$ cat config.mk
export PLATFORM = sky130hd
export DESIGN_NAME = pgsc_top
export DESIGN_NICKNAME = d
export VERILOG_FILES = /design/src/verilog/pgsc_pkg.sv /design/src/verilog/pgsc_sync.sv /design/src/verilog/pgsc_top.sv
export SDC_FILE = /design/constraint.sdc
export NUM_CORES = 1
export LEC_CHECK = 0
export BUFFER_PORTS_ARGS = -buffer_cell sky130_fd_sc_hd__buf_2
export CELL_PAD_IN_SITES_DETAIL_PLACEMENT = 0
export CELL_PAD_IN_SITES_GLOBAL_PLACEMENT = 2
export CORE_MARGIN = 5
export CORE_UTILIZATION = 26
export CTS_BUF_LIST = sky130_fd_sc_hd__clkbuf_8
export DETAILED_ROUTE_END_ITERATION = 7
export PLACE_DENSITY_LB_ADDON = 0.08
export SLEW_MARGIN = 30
export SYNTH_ARGS = -nofsm -noshare
export SYNTH_HDL_FRONTEND = slang
export SYNTH_SLANG_ARGS = --single-unit
export TNS_END_PERCENT = 50
$ cat constraint.sdc
create_clock -name mclk -period 2 [get_ports mclk]
set_input_delay 0.2 -clock mclk [delete_from_list [all_inputs] [get_ports mclk]]
set_output_delay 0.2 -clock mclk [all_outputs]
set_load 0.02 [all_outputs]
$ cat src/verilog/pgsc_pkg.sv
package pgsc_pkg;
    // Pin function selected by the active configuration
    typedef enum logic [1:0] {
        PGSC_FN_NONE    = 2'b00,
        PGSC_FN_SLEEP   = 2'b01,
        PGSC_FN_REBOOT  = 2'b10,
        PGSC_FN_INVALID = 2'b11
    } pgsc_fn_t;

    typedef enum logic [2:0] {
        PGSC_ST_HOLD   = 3'b000,
        PGSC_ST_LOAD   = 3'b001,
        PGSC_ST_RUN    = 3'b010,
        PGSC_ST_SLEEP  = 3'b011,
        PGSC_ST_WAKE   = 3'b100
    } pgsc_state_t;

    localparam int PGSC_SYNC_STAGES = 2;
    localparam int PGSC_CFG_SEL_W   = 2;
    localparam int PGSC_CFG_W       = 8;
    localparam int PGSC_LOAD_NS     = 1000;
    localparam int PGSC_MCLK_NS     = 100;
    localparam int PGSC_LOAD_CYC    = (PGSC_LOAD_NS + PGSC_MCLK_NS - 1) / PGSC_MCLK_NS;
    localparam int PGSC_LOAD_CNT_W  = 8;
    localparam logic [PGSC_CFG_W-1:0] PGSC_CFG_RST = 8'h00;
    // Factory code that allows the external serial memory fetch; value is arbitrary
    localparam logic [7:0] PGSC_EXT_FETCH_CODE = 8'h5a;
endpackage

$ cat src/verilog/pgsc_sync.sv
`timescale 1ns/100ps
module pgsc_sync #(
    parameter int STAGES = 2
) (
    input  wire logic mclk,
    input  wire logic rst,
    input  wire logic din,
    output logic      dout
);
    logic [STAGES-1:0] sync_q;
    logic [STAGES-1:0] sync_d;

    // Only the last stage is visible outside
    always_comb begin
        sync_d = {sync_q[STAGES-2:0], din};
    end

    always_ff @(posedge mclk) begin
        if (rst) begin
            sync_q <= '0;
        end else begin
            sync_q <= sync_d;
        end
    end

    assign dout = sync_q[STAGES-1];
endmodule

$ cat src/verilog/pgsc_top.sv
// Contract
// While the pin is low the start-up sequence waits; it resumes when high.
// Controller holds the pin low from the start of power-up.
// Controller raises the pin only after all rails are valid.
// Controller keeps the pin low a hold time after the last output rail.
// Sleep mode: first high loads a configuration chosen by select pins.
// Sleep mode: later highs restore the earlier configuration, no fresh load.
// Sleep mode: low level enters low power, synthesizer and logic off.
// Leaving low power restores exactly the prior operating state.
// Reboot mode: low level resets the device for a full rerun.
// Reboot mode: high after a restart loads a configuration anew.
// A configuration enables sleep or reboot variant, never both.
// Without a pin function, clock outputs stay gated until last supply valid.
// External memory fetch only when the factory code enables it.
// The pin is synchronised before the state machine acts on it.
`timescale 1ns/100ps
module pgsc_top
    import pgsc_pkg::*;
#(
    parameter int                    LOAD_CYC   = PGSC_LOAD_CYC,
    parameter logic [7:0]            FACTORY_CODE = 8'h00
) (
    input  wire logic                      mclk,
    input  wire logic                      rst,
    input  wire logic                      power_good_pin,
    input  wire logic [1:0]                pin_function,
    input  wire logic                      supplies_valid_level,
    input  wire logic [PGSC_CFG_SEL_W-1:0] cfg_select,
    input  wire logic [PGSC_CFG_W-1:0]     cfg_store_data,
    input  wire logic [PGSC_CFG_W-1:0]     cfg_ext_data,
    output logic                           startup_busy,
    output logic                           cfg_load_pulse,
    output logic                           ext_fetch_en,
    output logic                           synth_enable,
    output logic                           logic_enable,
    output logic                           outputs_enable,
    output logic                           low_power_request,
    output logic                           device_reset,
    output logic                           fn_conflict,
    output logic [PGSC_CFG_SEL_W-1:0]      cfg_index,
    output logic [PGSC_CFG_W-1:0]          cfg_active
);
    logic        pin_s;
    pgsc_state_t state_q, state_d;
    logic [PGSC_LOAD_CNT_W-1:0] cnt_q, cnt_d;
    logic        loaded_q, loaded_d;
    logic [PGSC_CFG_W-1:0]     cfg_q, cfg_d;
    logic [PGSC_CFG_SEL_W-1:0] idx_q, idx_d;
    logic        load_q, load_d;
    logic        ext_ok;
    logic        fn_sleep;
    logic        fn_reboot;
    logic        fn_none;

    // Start-up release: the pin when a pin function is set, otherwise the last supply alone
    function automatic logic start_ok(input logic none, input logic pin, input logic supply);
        return none ? supply : pin;
    endfunction

    pgsc_sync #(.STAGES(PGSC_SYNC_STAGES)) u_sync (
        .mclk (mclk),
        .rst  (rst),
        .din  (power_good_pin),
        .dout (pin_s)
    );

    // An illegal code with both variants is treated as no pin function
    assign fn_sleep  = (pin_function == PGSC_FN_SLEEP);
    assign fn_reboot = (pin_function == PGSC_FN_REBOOT);
    assign fn_none   = !fn_sleep && !fn_reboot;
    assign ext_ok    = (FACTORY_CODE == PGSC_EXT_FETCH_CODE);

    always_comb begin
        state_d  = state_q;
        cnt_d    = cnt_q;
        loaded_d = loaded_q;
        cfg_d    = cfg_q;
        idx_d    = idx_q;
        load_d   = 1'b0;
        case (state_q)
            PGSC_ST_HOLD: begin
                // Pin function absent: supply validity alone releases start-up
                if (start_ok(fn_none, pin_s, supplies_valid_level)) begin
                    state_d = PGSC_ST_LOAD;
                    cnt_d   = '0;
                    idx_d   = cfg_select;
                end
            end
            PGSC_ST_LOAD: begin
                // Supply loss also aborts a pin-free start-up, so outputs never open early
                if (!start_ok(fn_none, pin_s, supplies_valid_level)) begin
                    state_d = PGSC_ST_HOLD;
                end else if (cnt_q >= LOAD_CYC[PGSC_LOAD_CNT_W-1:0] - 1'b1) begin
                    state_d  = PGSC_ST_RUN;
                    loaded_d = 1'b1;
                    load_d   = 1'b1;
                    cfg_d    = ext_ok ? cfg_ext_data : cfg_store_data;
                end else begin
                    cnt_d = cnt_q + 1'b1;
                end
            end
            PGSC_ST_RUN: begin
                if (fn_sleep && !pin_s) begin
                    state_d = PGSC_ST_SLEEP;
                end else if (fn_reboot && !pin_s) begin
                    state_d  = PGSC_ST_HOLD;
                    loaded_d = 1'b0;
                end else if (fn_none && !supplies_valid_level) begin
                    state_d = PGSC_ST_HOLD;
                end
            end
            PGSC_ST_SLEEP: begin
                // Configuration registers keep their contents while asleep
                if (pin_s) begin
                    state_d = PGSC_ST_WAKE;
                end
            end
            PGSC_ST_WAKE: begin
                state_d = pin_s ? PGSC_ST_RUN : PGSC_ST_SLEEP;
            end
            default: begin
                state_d  = PGSC_ST_HOLD;
                loaded_d = 1'b0;
            end
        endcase
    end

    always_ff @(posedge mclk) begin
        if (rst) begin
            state_q  <= PGSC_ST_HOLD;
            cnt_q    <= '0;
            loaded_q <= 1'b0;
            cfg_q    <= PGSC_CFG_RST;
            idx_q    <= '0;
            load_q   <= 1'b0;
        end else begin
            state_q  <= state_d;
            cnt_q    <= cnt_d;
            loaded_q <= loaded_d;
            cfg_q    <= cfg_d;
            idx_q    <= idx_d;
            load_q   <= load_d;
        end
    end

    assign startup_busy      = (state_q == PGSC_ST_HOLD) || (state_q == PGSC_ST_LOAD);
    assign cfg_load_pulse    = load_q;
    assign ext_fetch_en      = ext_ok && (state_q == PGSC_ST_LOAD);
    assign synth_enable      = (state_q == PGSC_ST_RUN) || (state_q == PGSC_ST_WAKE);
    assign logic_enable      = (state_q != PGSC_ST_SLEEP);
    assign outputs_enable    = (state_q == PGSC_ST_RUN);
    assign low_power_request = (state_q == PGSC_ST_SLEEP);
    assign device_reset      = fn_reboot && (state_q == PGSC_ST_HOLD);
    assign fn_conflict       = (pin_function == PGSC_FN_INVALID);
    assign cfg_index         = idx_q;
    assign cfg_active        = cfg_q;

    chk_hold_no_out: assert property (@(posedge mclk) disable iff (rst)
        (!fn_none && !pin_s) |=> !outputs_enable || $past(state_q) == PGSC_ST_RUN)
        else $error("outputs enabled while pin low");
    chk_sleep_entry: assert property (@(posedge mclk) disable iff (rst)
        (state_q == PGSC_ST_RUN && fn_sleep && !pin_s) |=> low_power_request)
        else $error("sleep not entered");
    chk_sleep_synth: assert property (@(posedge mclk) disable iff (rst)
        low_power_request |-> !synth_enable && !outputs_enable)
        else $error("synthesizer on in low power");
    chk_wake_keep: assert property (@(posedge mclk) disable iff (rst)
        (state_q == PGSC_ST_SLEEP && pin_s) |=> ##1 (cfg_q == $past(cfg_q, 2)) && !load_q)
        else $error("configuration changed on wake");
    chk_reboot_rst: assert property (@(posedge mclk) disable iff (rst)
        (state_q == PGSC_ST_RUN && fn_reboot && !pin_s) |=> device_reset && !loaded_q)
        else $error("restart not taken");
    chk_load_time: assert property (@(posedge mclk) disable iff (rst)
        ($rose(state_q == PGSC_ST_LOAD) && pin_s && !fn_none) ##1 pin_s [*1]
        |-> ##[0:20] (cfg_load_pulse || state_q == PGSC_ST_HOLD))
        else $error("configuration load late");
    chk_none_gate: assert property (@(posedge mclk) disable iff (rst)
        (fn_none && outputs_enable) |-> $past(supplies_valid_level))
        else $error("outputs ungated without valid supply");
    chk_ext_fetch: assert property (@(posedge mclk) disable iff (rst)
        ext_fetch_en |-> (FACTORY_CODE == PGSC_EXT_FETCH_CODE))
        else $error("external fetch without code");
    chk_both_fn: assert property (@(posedge mclk) disable iff (rst)
        fn_conflict |-> !device_reset && !low_power_request)
        else $error("both pin variants active");

    // Start-up release, load path, sleep and wake, restart and synchroniser
    chk_reset_idle: assert property (@(posedge mclk)
        rst |=> state_q == PGSC_ST_HOLD && !outputs_enable)
        else $error("state not idle after reset");
    chk_load_abort: assert property (@(posedge mclk) disable iff (rst)
        (state_q == PGSC_ST_LOAD && !start_ok(fn_none, pin_s, supplies_valid_level))
        |=> state_q == PGSC_ST_HOLD && !load_q)
        else $error("load not aborted");
    chk_load_src: assert property (@(posedge mclk) disable iff (rst)
        load_q |-> cfg_q == (ext_ok ? $past(cfg_ext_data) : $past(cfg_store_data)))
        else $error("configuration from wrong source");
    chk_sel_capture: assert property (@(posedge mclk) disable iff (rst)
        (state_q == PGSC_ST_HOLD && start_ok(fn_none, pin_s, supplies_valid_level))
        |=> cfg_index == $past(cfg_select))
        else $error("selection not captured");
    chk_wake_run: assert property (@(posedge mclk) disable iff (rst)
        (state_q == PGSC_ST_WAKE && pin_s) |=> outputs_enable && !load_q)
        else $error("wake did not resume");
    chk_sleep_logic: assert property (@(posedge mclk) disable iff (rst)
        low_power_request |-> !logic_enable)
        else $error("logic on in low power");
    chk_reboot_load: assert property (@(posedge mclk) disable iff (rst)
        (state_q == PGSC_ST_HOLD && fn_reboot && pin_s) |=> state_q == PGSC_ST_LOAD)
        else $error("no reload after restart");
    chk_gate_busy: assert property (@(posedge mclk) disable iff (rst)
        startup_busy |-> !outputs_enable)
        else $error("outputs open during start-up");
    chk_sync_delay: assert property (@(posedge mclk) disable iff (rst)
        (!$past(rst) && !$past(rst, 2)) |-> pin_s == $past(power_good_pin, 2))
        else $error("pin not delayed by synchroniser");
    chk_load_count: assert property (@(posedge mclk) disable iff (rst)
        cfg_load_pulse |-> $past(state_q == PGSC_ST_LOAD))
        else $error("load pulse outside load");
    chk_reset_out: assert property (@(posedge mclk) disable iff (rst)
        device_reset |-> fn_reboot && startup_busy)
        else $error("device reset outside restart hold");
endmodule

==> results.txt, run 1 <==
instance count of the mapped netlist -> 134
share of synthesized area occupied by flip-flops and latches -> 0.396
via count -> 1030
via count of the first global-routing pass -> 1047
CTS max path bufs -> 2
Clock Root Buffer -> clkbuf_8
drt via density -> 4.48
Slew @ Worst Pin -> 0.521 ns
clock-pin transition on the worst setup and hold timing paths -> 0.09 ns
upper clock frequency limit -> 532 MHz
initial antenna violation count -> 0
total of endpoints with negative setup slack in the final report -> 0
min-delay worst type -> in -> reg
number of DRC markers after the initial detailed-route iteration -> 22
residual antenna-violating net count after detailed routing -> 0
Die Ht -> 78.3 µm
synth warn -> 0
total number of placement rows -> 24
area share of the largest cell type after synthesis -> 0.396
Initial Utilization -> 0.273
average footprint of a synthesized cell -> 9.06 µm²
global-route wire length before repair -> 4990 µm
TritonCTS clock tree -> yes
worst endpoint data arrival time -> 2.08 ns
layout-stage area growth over the synthesis result -> 30.0%
Port Buffer Count -> 33
Max-Cap Viols -> 0
final net count -> 209
required time reported for the critical path endpoint -> 2.20 ns
worst clock skew -> 0.00554 ns
DIE AREA -> 6130 µm²
type of destination of the critical path -> flip-flop
TritonCTS Sinks -> 24
Ant. Diodes -> 0
post-layout minimum cycle time -> 1.88 ns
proportion of layout cells with a drive suffix above 1 -> 0.326
unique cell type count in the Yosys netlist -> 36
total wire length -> 2890 µm
worst setup timing slack at the placement stage -> -0.0394 ns
clock latency reported for the late side of the worst-skew pair -> 0.27 ns
total nets after synthesis -> 164
EDFF count, synth -> 0
Max H-tree Level -> 1
summed negative setup slack over all endpoints -> 0 ns
final global-route overflow total -> 0
unrepaired setup endpoints after global routing -> no
DRT Pass-1 Iters -> 4
top flip-flop cell by instance count after synthesis -> dfxtp_1
critical path class -> reg -> reg
Overall Global Routing Usage -> 0.101
most frequent standard cell in the layout excluding fill and tap cells -> buf_2
number of synthesized register bits -> 24
core region area -> 4440 µm²
number of primary I/O pins -> 43
worst-case headroom to the max-slew limit -> 0.652
launching element type of the critical path -> flip-flop
Slew Viols, Final -> 0
GPL Wtd Cong -> 0.774
Min Hold Slack -> 0.143 ns
fraction of registers with async set or reset after synthesis -> 0
commonest cells after routing, fill and taps aside -> buf_2 (33), dfxtp_1 (22), nand2b_1 (18)
largest net degree at the start of global routing -> 30
Leakage Power -> 0.701 nW
min setup slack post-route -> 0.120 ns
area of the mapped netlist -> 1210 µm²
Residual DRC -> 0
share of the cycle needed by the critical path after routing -> 0.940
leading post-synthesis cells by cell area -> dfxtp_1 (40%), nand2b_1 (9.3%), mux2i_1 (7.4%), ha_1 (6.2%), a21oi_1 (3.7%)
DIE WIDTH -> 78.3 µm
run status -> complete, no violations
total half-perimeter wirelength after legalization and detailed placement -> 2160 µm
Max IR drop VDD -> 0.000267 V
Power Density -> 625 nW/µm²
number of CTS-inserted buffers -> 3
cell accounting for the most synthesized area -> dfxtp_1
number of endpoints with negative hold slack in the final report -> 0
buffer count from post-CTS setup fixing -> 0
detailed-route wire length per cell -> 12.6 µm
biggest fanout along the worst timing path -> 4
==> synthesized netlist by cell type (3+ instances only) <==
library cell / count
ha_1: 6
nand3_1: 3
mux2i_1: 9
nor2_1: 6
nor2b_1: 5
dfxtp_1: 24
inv_1: 8
nand2b_1: 18
nand2_1: 7
a21oi_1: 9
and2_1: 5
clkbuf_1: 4
==> layout make-up <==
cell class                      instances  area [µm²]
Sequential cell                        24         483
Inverter                                8        30.0
Clock buffer                            4        55.1
Multi-Input combinational cell         95         674
Fill cell                             463        2870
Tap cell                               52        65.1
Timing Repair Buffer                   47         270
==> timing repair <==
| item | CTS | global route |
|---|---|---|
| gates resized for setup | 1 | 5 |
| cloned | 0 | 0 |
| pin swaps | 0 | 1 |
| hold buffers | 0 | 0 |
| endpoints found under the setup margin | 2 | 4 |
==> flip-flops by register name, indices dropped and copies added (netlist names) <==
name            cells
cfg_active          8
cfg_index           2
cfg_load_pulse      1
cnt_q               8
state_q             3
u_sync.sync_q       2
==> cells by family (layout without fill, tap and decap cells) <==
| family | count (synthesis) | after routing | share of synthesized area |
|---|---|---|---|
| adders and majority gates | 6 | 6 | 0.0619 |
| DFF | 24 | 24 | 0.396 |
| other | 1 | 1 | 0.00309 |
| AOI/OAI and AO/OA | 22 | 22 | 0.121 |
| and+or+nand+nor | 56 | 56 | 0.273 |
| buffers and inverters | 15 | 59 | 0.0619 |
| muxes | 10 | 10 | 0.0835 |
==> worst paths after layout <==
check | cells after the start | slack (ns) | endpoint | from
max | 6 | 0.12 | cnt_q[2]$_SDFFE_PP0P_ | cnt_q[0]$_SDFFE_PP0P_
min | 2 | 0.14 | u_sync.sync_q[0]$_SDFF_PP0_ | power_good_pin
max reg2reg | 6 | 0.12 | cnt_q[2]$_SDFFE_PP0P_ | cnt_q[0]$_SDFFE_PP0P_
min reg2reg | 1 | 0.45 | u_sync.sync_q[1]$_SDFF_PP0_ | u_sync.sync_q[0]$_SDFF_PP0_
==> critical path, stage by stage, from the launching register on <==
cell and delay [ns]:
dfxtp_2 0.35, inv_1 0.07, ha_1 0.13, or3b_4 0.39
a2111o_1 0.42, or3_1 0.32, a21oi_1 0.14
==> metal layers <==
metal / up-vias / track usage / part of all wire
met5: - / 0 / 0
met4: 0 / 0.0315 / 0.0083
met3: 2 / 0.0355 / 0.053
met2: 17 / 0.158 / 0.44
met1: 468 / 0.130 / 0.50
li1: 543 / - / -
==> stage by stage <==
| stage | std cells | power [W] | area [µm²] | utilization |
|---|---|---|---|---|
| detailed placement | 226 | 0.000660 | 1500 | 0.338 |
| floorplan | 134 | 0.000600 | 1210 | - |
| CTS | 230 | 0.00100 | 1560 | 0.351 |
| global route | 230 | 0.00105 | 1580 | 0.355 |
| finish | 230 | 0.000986 | 1580 | 0.355 |
| global placement | 226 | 0.000658 | 1500 | 0.338 |
==> where the power goes <==
group | internal (W) | switching, W
Clock | 0.000176 | 0.000157
Combinational | 0.0000720 | 0.0000899
Sequential | 0.000486 | 0.00000507
Total | 0.000734 | 0.000252
Note: power is estimated with default switching activity, not from simulation.
==> inputs of run 2 (changes only) <==
--- a/config.mk
+++ b/config.mk
@@ -5,6 +5,7 @@
 export SDC_FILE = /design/constraint.sdc
 export NUM_CORES = 1
 export LEC_CHECK = 0
+export ABC_AREA = 1
 export BUFFER_PORTS_ARGS = -buffer_cell sky130_fd_sc_hd__buf_2
 export CELL_PAD_IN_SITES_DETAIL_PLACEMENT = 0
 export CELL_PAD_IN_SITES_GLOBAL_PLACEMENT = 2
==> run 2 against run 1 <==
Against the previous run:
- sequential cell count stayed put
- worst hold slack worse by 0.014 ns
- sequential power is 14% higher
- critical endpoint is now cfg_active[5]$_SDFFE_PP0P_
- maximum frequency is 27% higher
- largest power group is now combinational logic
- critical path type unchanged
- clock power is 1% lower
- highest routed layer unchanged
- combinational power grew to 4.0 times the previous value
- global-route usage is 0.65 points lower
- final area is 1.3% lower
==> results.txt, run 2 <==
run status -> complete, no violations (unchanged)
initial antenna violation count -> 0 (unchanged)
via count -> 1052 (was 1030)
average footprint of a synthesized cell -> 7.93 µm² (was 9.06 µm²)
core region area -> 4720 µm² (was 4440 µm²)
unrepaired setup endpoints after global routing -> no (unchanged)
number of endpoints with negative hold slack in the final report -> 0 (unchanged)
r2r startpoint -> cnt_q[0]$_SDFFE_PP0P_ (unchanged)
post-layout minimum cycle time -> 1.48 ns (was 1.88 ns)
worst endpoint data arrival time -> 1.64 ns (was 2.08 ns)
DIE WIDTH -> 79.9 µm (was 78.3 µm)
GPL Wtd Cong -> 0.768 (was 0.774)
detailed-route wire length per cell -> 10.6 µm (was 12.6 µm)
proportion of layout cells with a drive suffix above 1 -> 0.351 (was 0.326)
Max H-tree Level -> 1 (unchanged)
area share of the largest cell type after synthesis -> 0.379 (was 0.396)
worst clock skew -> 0.00539 ns (was 0.00554 ns)
layout-stage area growth over the synthesis result -> 22.8% (was 30.0%)
type of destination of the critical path -> flip-flop (unchanged)
most frequent standard cell in the layout excluding fill and tap cells -> nor2_1 (was buf_2)
required time reported for the critical path endpoint -> 2.16 ns (was 2.20 ns)
number of synthesized register bits -> 24 (unchanged)
number of CTS-inserted buffers -> 3 (unchanged)
Slew Viols, Final -> 0 (unchanged)
Ant. Diodes -> 0 (unchanged)
share of the cycle needed by the critical path after routing -> 0.740 (was 0.940)
leading post-synthesis cells by cell area -> dfxtp_1 (38%), nor2_1 (11%), ha_1 (5.9%), inv_1 (5.3%), o21ai_0 (4.7%) (was dfxtp_1 (40%), nand2b_1 (9.3%), mux2i_1 (7.4%), ha_1 (6.2%), a21oi_1 (3.7%))
total half-perimeter wirelength after legalization and detailed placement -> 2200 µm (was 2160 µm)
summed negative setup slack over all endpoints -> 0 ns (unchanged)
DRT Pass-1 Iters -> 2 (was 4)
capturing point of the worst reg2reg path -> cfg_active[5]$_SDFFE_PP0P_ (was cnt_q[2]$_SDFFE_PP0P_)
Power Density -> 986 nW/µm² (was 625 nW/µm²)
Die Ht -> 79.9 µm (was 78.3 µm)
synth warn -> 0 (unchanged)
biggest fanout along the worst timing path -> 10 (was 4)
min-delay worst type -> in -> reg (unchanged)
Clock Root Buffer -> clkbuf_8 (unchanged)
Initial Utilization -> 0.269 (was 0.273)
commonest cells after routing, fill and taps aside -> nor2_1 (38), buf_2 (33), dfxtp_1 (24) (was buf_2 (33), dfxtp_1 (22), nand2b_1 (18))
TritonCTS clock tree -> yes (unchanged)
leading post-synthesis cells by instance count -> nor2_1 (38), dfxtp_1 (24), inv_1 (18) (was dfxtp_1 (24), nand2b_1 (18), a21oi_1 (9), mux2i_1 (9), inv_1 (8))
post_cts resized -> 0 (was 1)
global-route wire length before repair -> 4770 µm (was 4990 µm)
fraction of registers with async set or reset after synthesis -> 0 (unchanged)
total number of placement rows -> 25 (was 24)
Port Buffer Count -> 33 (unchanged)
Max-Cap Viols -> 0 (unchanged)
Residual DRC -> 0 (unchanged)
largest net degree at the start of global routing -> 14 (was 30)
fin util -> 0.330 (was 0.355)
critical path class -> reg -> reg (unchanged)
Overall Global Routing Usage -> 0.0942 (was 0.101)
DIE AREA -> 6380 µm² (was 6130 µm²)
upper clock frequency limit -> 676 MHz (was 532 MHz)
Max IR drop VDD -> 0.000353 V (was 0.000267 V)
via count of the first global-routing pass -> 1054 (was 1047)
total nets after synthesis -> 190 (was 164)
launching element type of the critical path -> flip-flop (unchanged)
clock latency reported for the late side of the worst-skew pair -> 0.26 ns (was 0.27 ns)
Hold Path Origin -> power_good_pin (unchanged)
cell accounting for the most synthesized area -> dfxtp_1 (unchanged)
share of synthesized area occupied by flip-flops and latches -> 0.379 (was 0.396)
CTS max path bufs -> 2 (unchanged)
area of the mapped netlist -> 1270 µm² (was 1210 µm²)
unique cell type count in the Yosys netlist -> 27 (was 36)
drt via density -> 4.03 (was 4.48)
TritonCTS Sinks -> 24 (unchanged)
EDFF count, synth -> 0 (unchanged)
clock-pin transition on the worst setup and hold timing paths -> 0.09 ns (about the same)
residual antenna-violating net count after detailed routing -> 0 (unchanged)
top flip-flop cell by instance count after synthesis -> dfxtp_1 (unchanged)
number of DRC markers after the initial detailed-route iteration -> 35 (was 22)
FF-to-FF path depth -> 6 (unchanged)
total wire length -> 2760 µm (was 2890 µm)
number of primary I/O pins -> 43 (unchanged)
final global-route overflow total -> 0 (unchanged)
Hold Path Cell Cnt -> 3 (was 2)
library cell with the highest instance count after synthesis -> nor2_1 (was dfxtp_1)
final net count -> 225 (was 209)
buffer count from post-CTS setup fixing -> 0 (unchanged)
reg-to-reg slack, setup -> 0.52 ns (was 0.12 ns)
CTS hold repair buffers -> 0 (unchanged)
total of endpoints with negative setup slack in the final report -> 0 (unchanged)
hold path endpoint -> u_sync.sync_q[0]$_SDFF_PP0_ (unchanged)
instance count of the mapped netlist -> 160 (was 134)
Leakage Power -> 0.712 nW (was 0.701 nW)
## run 2: cell types whose count changed in the layout (fill, tap and decap cells not counted), moves of 6 or more
cell / before / now
buf_4: 14 / 0
nand2b_1: 18 / 0
nand2_1: 7 / 14
o21ai_0: 2 / 12
a21oi_1: 9 / 2
nor2_1: 6 / 38
nand3_1: 3 / 9
mux2i_1: 9 / 0
inv_1: 8 / 18
## run 2: cells by family (layout without fill, tap and decap cells)
family | Yosys count | count (layout) | synth area share
and+or+nand+nor | 81 | 81 | 0.360
buffers and inverters | 27 | 61 | 0.0897
DFF | 24 | 24 | 0.379
AOI/OAI and AO/OA | 20 | 20 | 0.103
adders and majority gates | 6 | 6 | 0.0592
other | 1 | 1 | 0.00296
xor gates and xnor gates | 1 | 1 | 0.00690
## run 2: per-layer routing
layer / vias to the layer above / track usage / wire length, µm
met1: 469 / 0.110 / 1220
met3: 2 / 0.0350 / 201
met2: 19 / 0.164 / 1320
li1: 562 / - / -
met5: - / 0 / 0
met4: 0 / 0.0203 / 15
## run 2: worst max-delay path, stage by stage, from the launching register on
cell and delay, ns:
dfxtp_1 0.44, inv_1 0.07, ha_1 0.21, a21oi_2 0.25, o21ai_4 0.16, o21ai_0 0.18
nor2_1 0.05
## run 2: worst max-delay path by stage
stage                                     start                          to  slack (ns)  cells after the start
after floorplan           cnt_q[0]$_SDFFE_PP0P_       cnt_q[1]$_SDFFE_PP0P_        0.63                      8
after global placement          pin_function[0]     state_q[0]$_SDFFE_PP0P_        0.48                     11
after detailed placement        pin_function[0]  cfg_active[5]$_SDFFE_PP0P_        0.45                      9
after CTS                 cnt_q[0]$_SDFFE_PP0P_  cfg_active[5]$_SDFFE_PP0P_        0.48                      6
after global routing      cnt_q[0]$_SDFFE_PP0P_  cfg_active[6]$_SDFFE_PP0P_        0.34                      6
final                     cnt_q[0]$_SDFFE_PP0P_  cfg_active[5]$_SDFFE_PP0P_        0.52                      6
## run 2: final cells by class
class,instances,area [µm²]
clock buffer,4,55.1
sequential,24,480
multi-input combinational,109,674
timing repair buffer,33,165
inverter,24,98.8
tap,67,83.8
fill,516,3170
## run 2: metrics by stage
step                hold slack (ns)  setup slack [ns]  cell area (µm²)  std cells  total power (W)
finish                        0.129             0.520             1560        261          0.00154
global placement              0.393             0.476             1500        257          0.00123
floorplan                     0.270             0.632             1270        160          0.00108
detailed placement            0.407             0.452             1500        257          0.00124
CTS                           0.122             0.483             1560        261          0.00158
global route                  0.144             0.342             1560        261          0.00167
## run 2: where the power goes
part	switching [W]	total, W	internal (W)
Sequential	0.0000444	0.000561	0.000517
Combinational	0.000433	0.000646	0.000213
Clock	0.000153	0.000329	0.000176
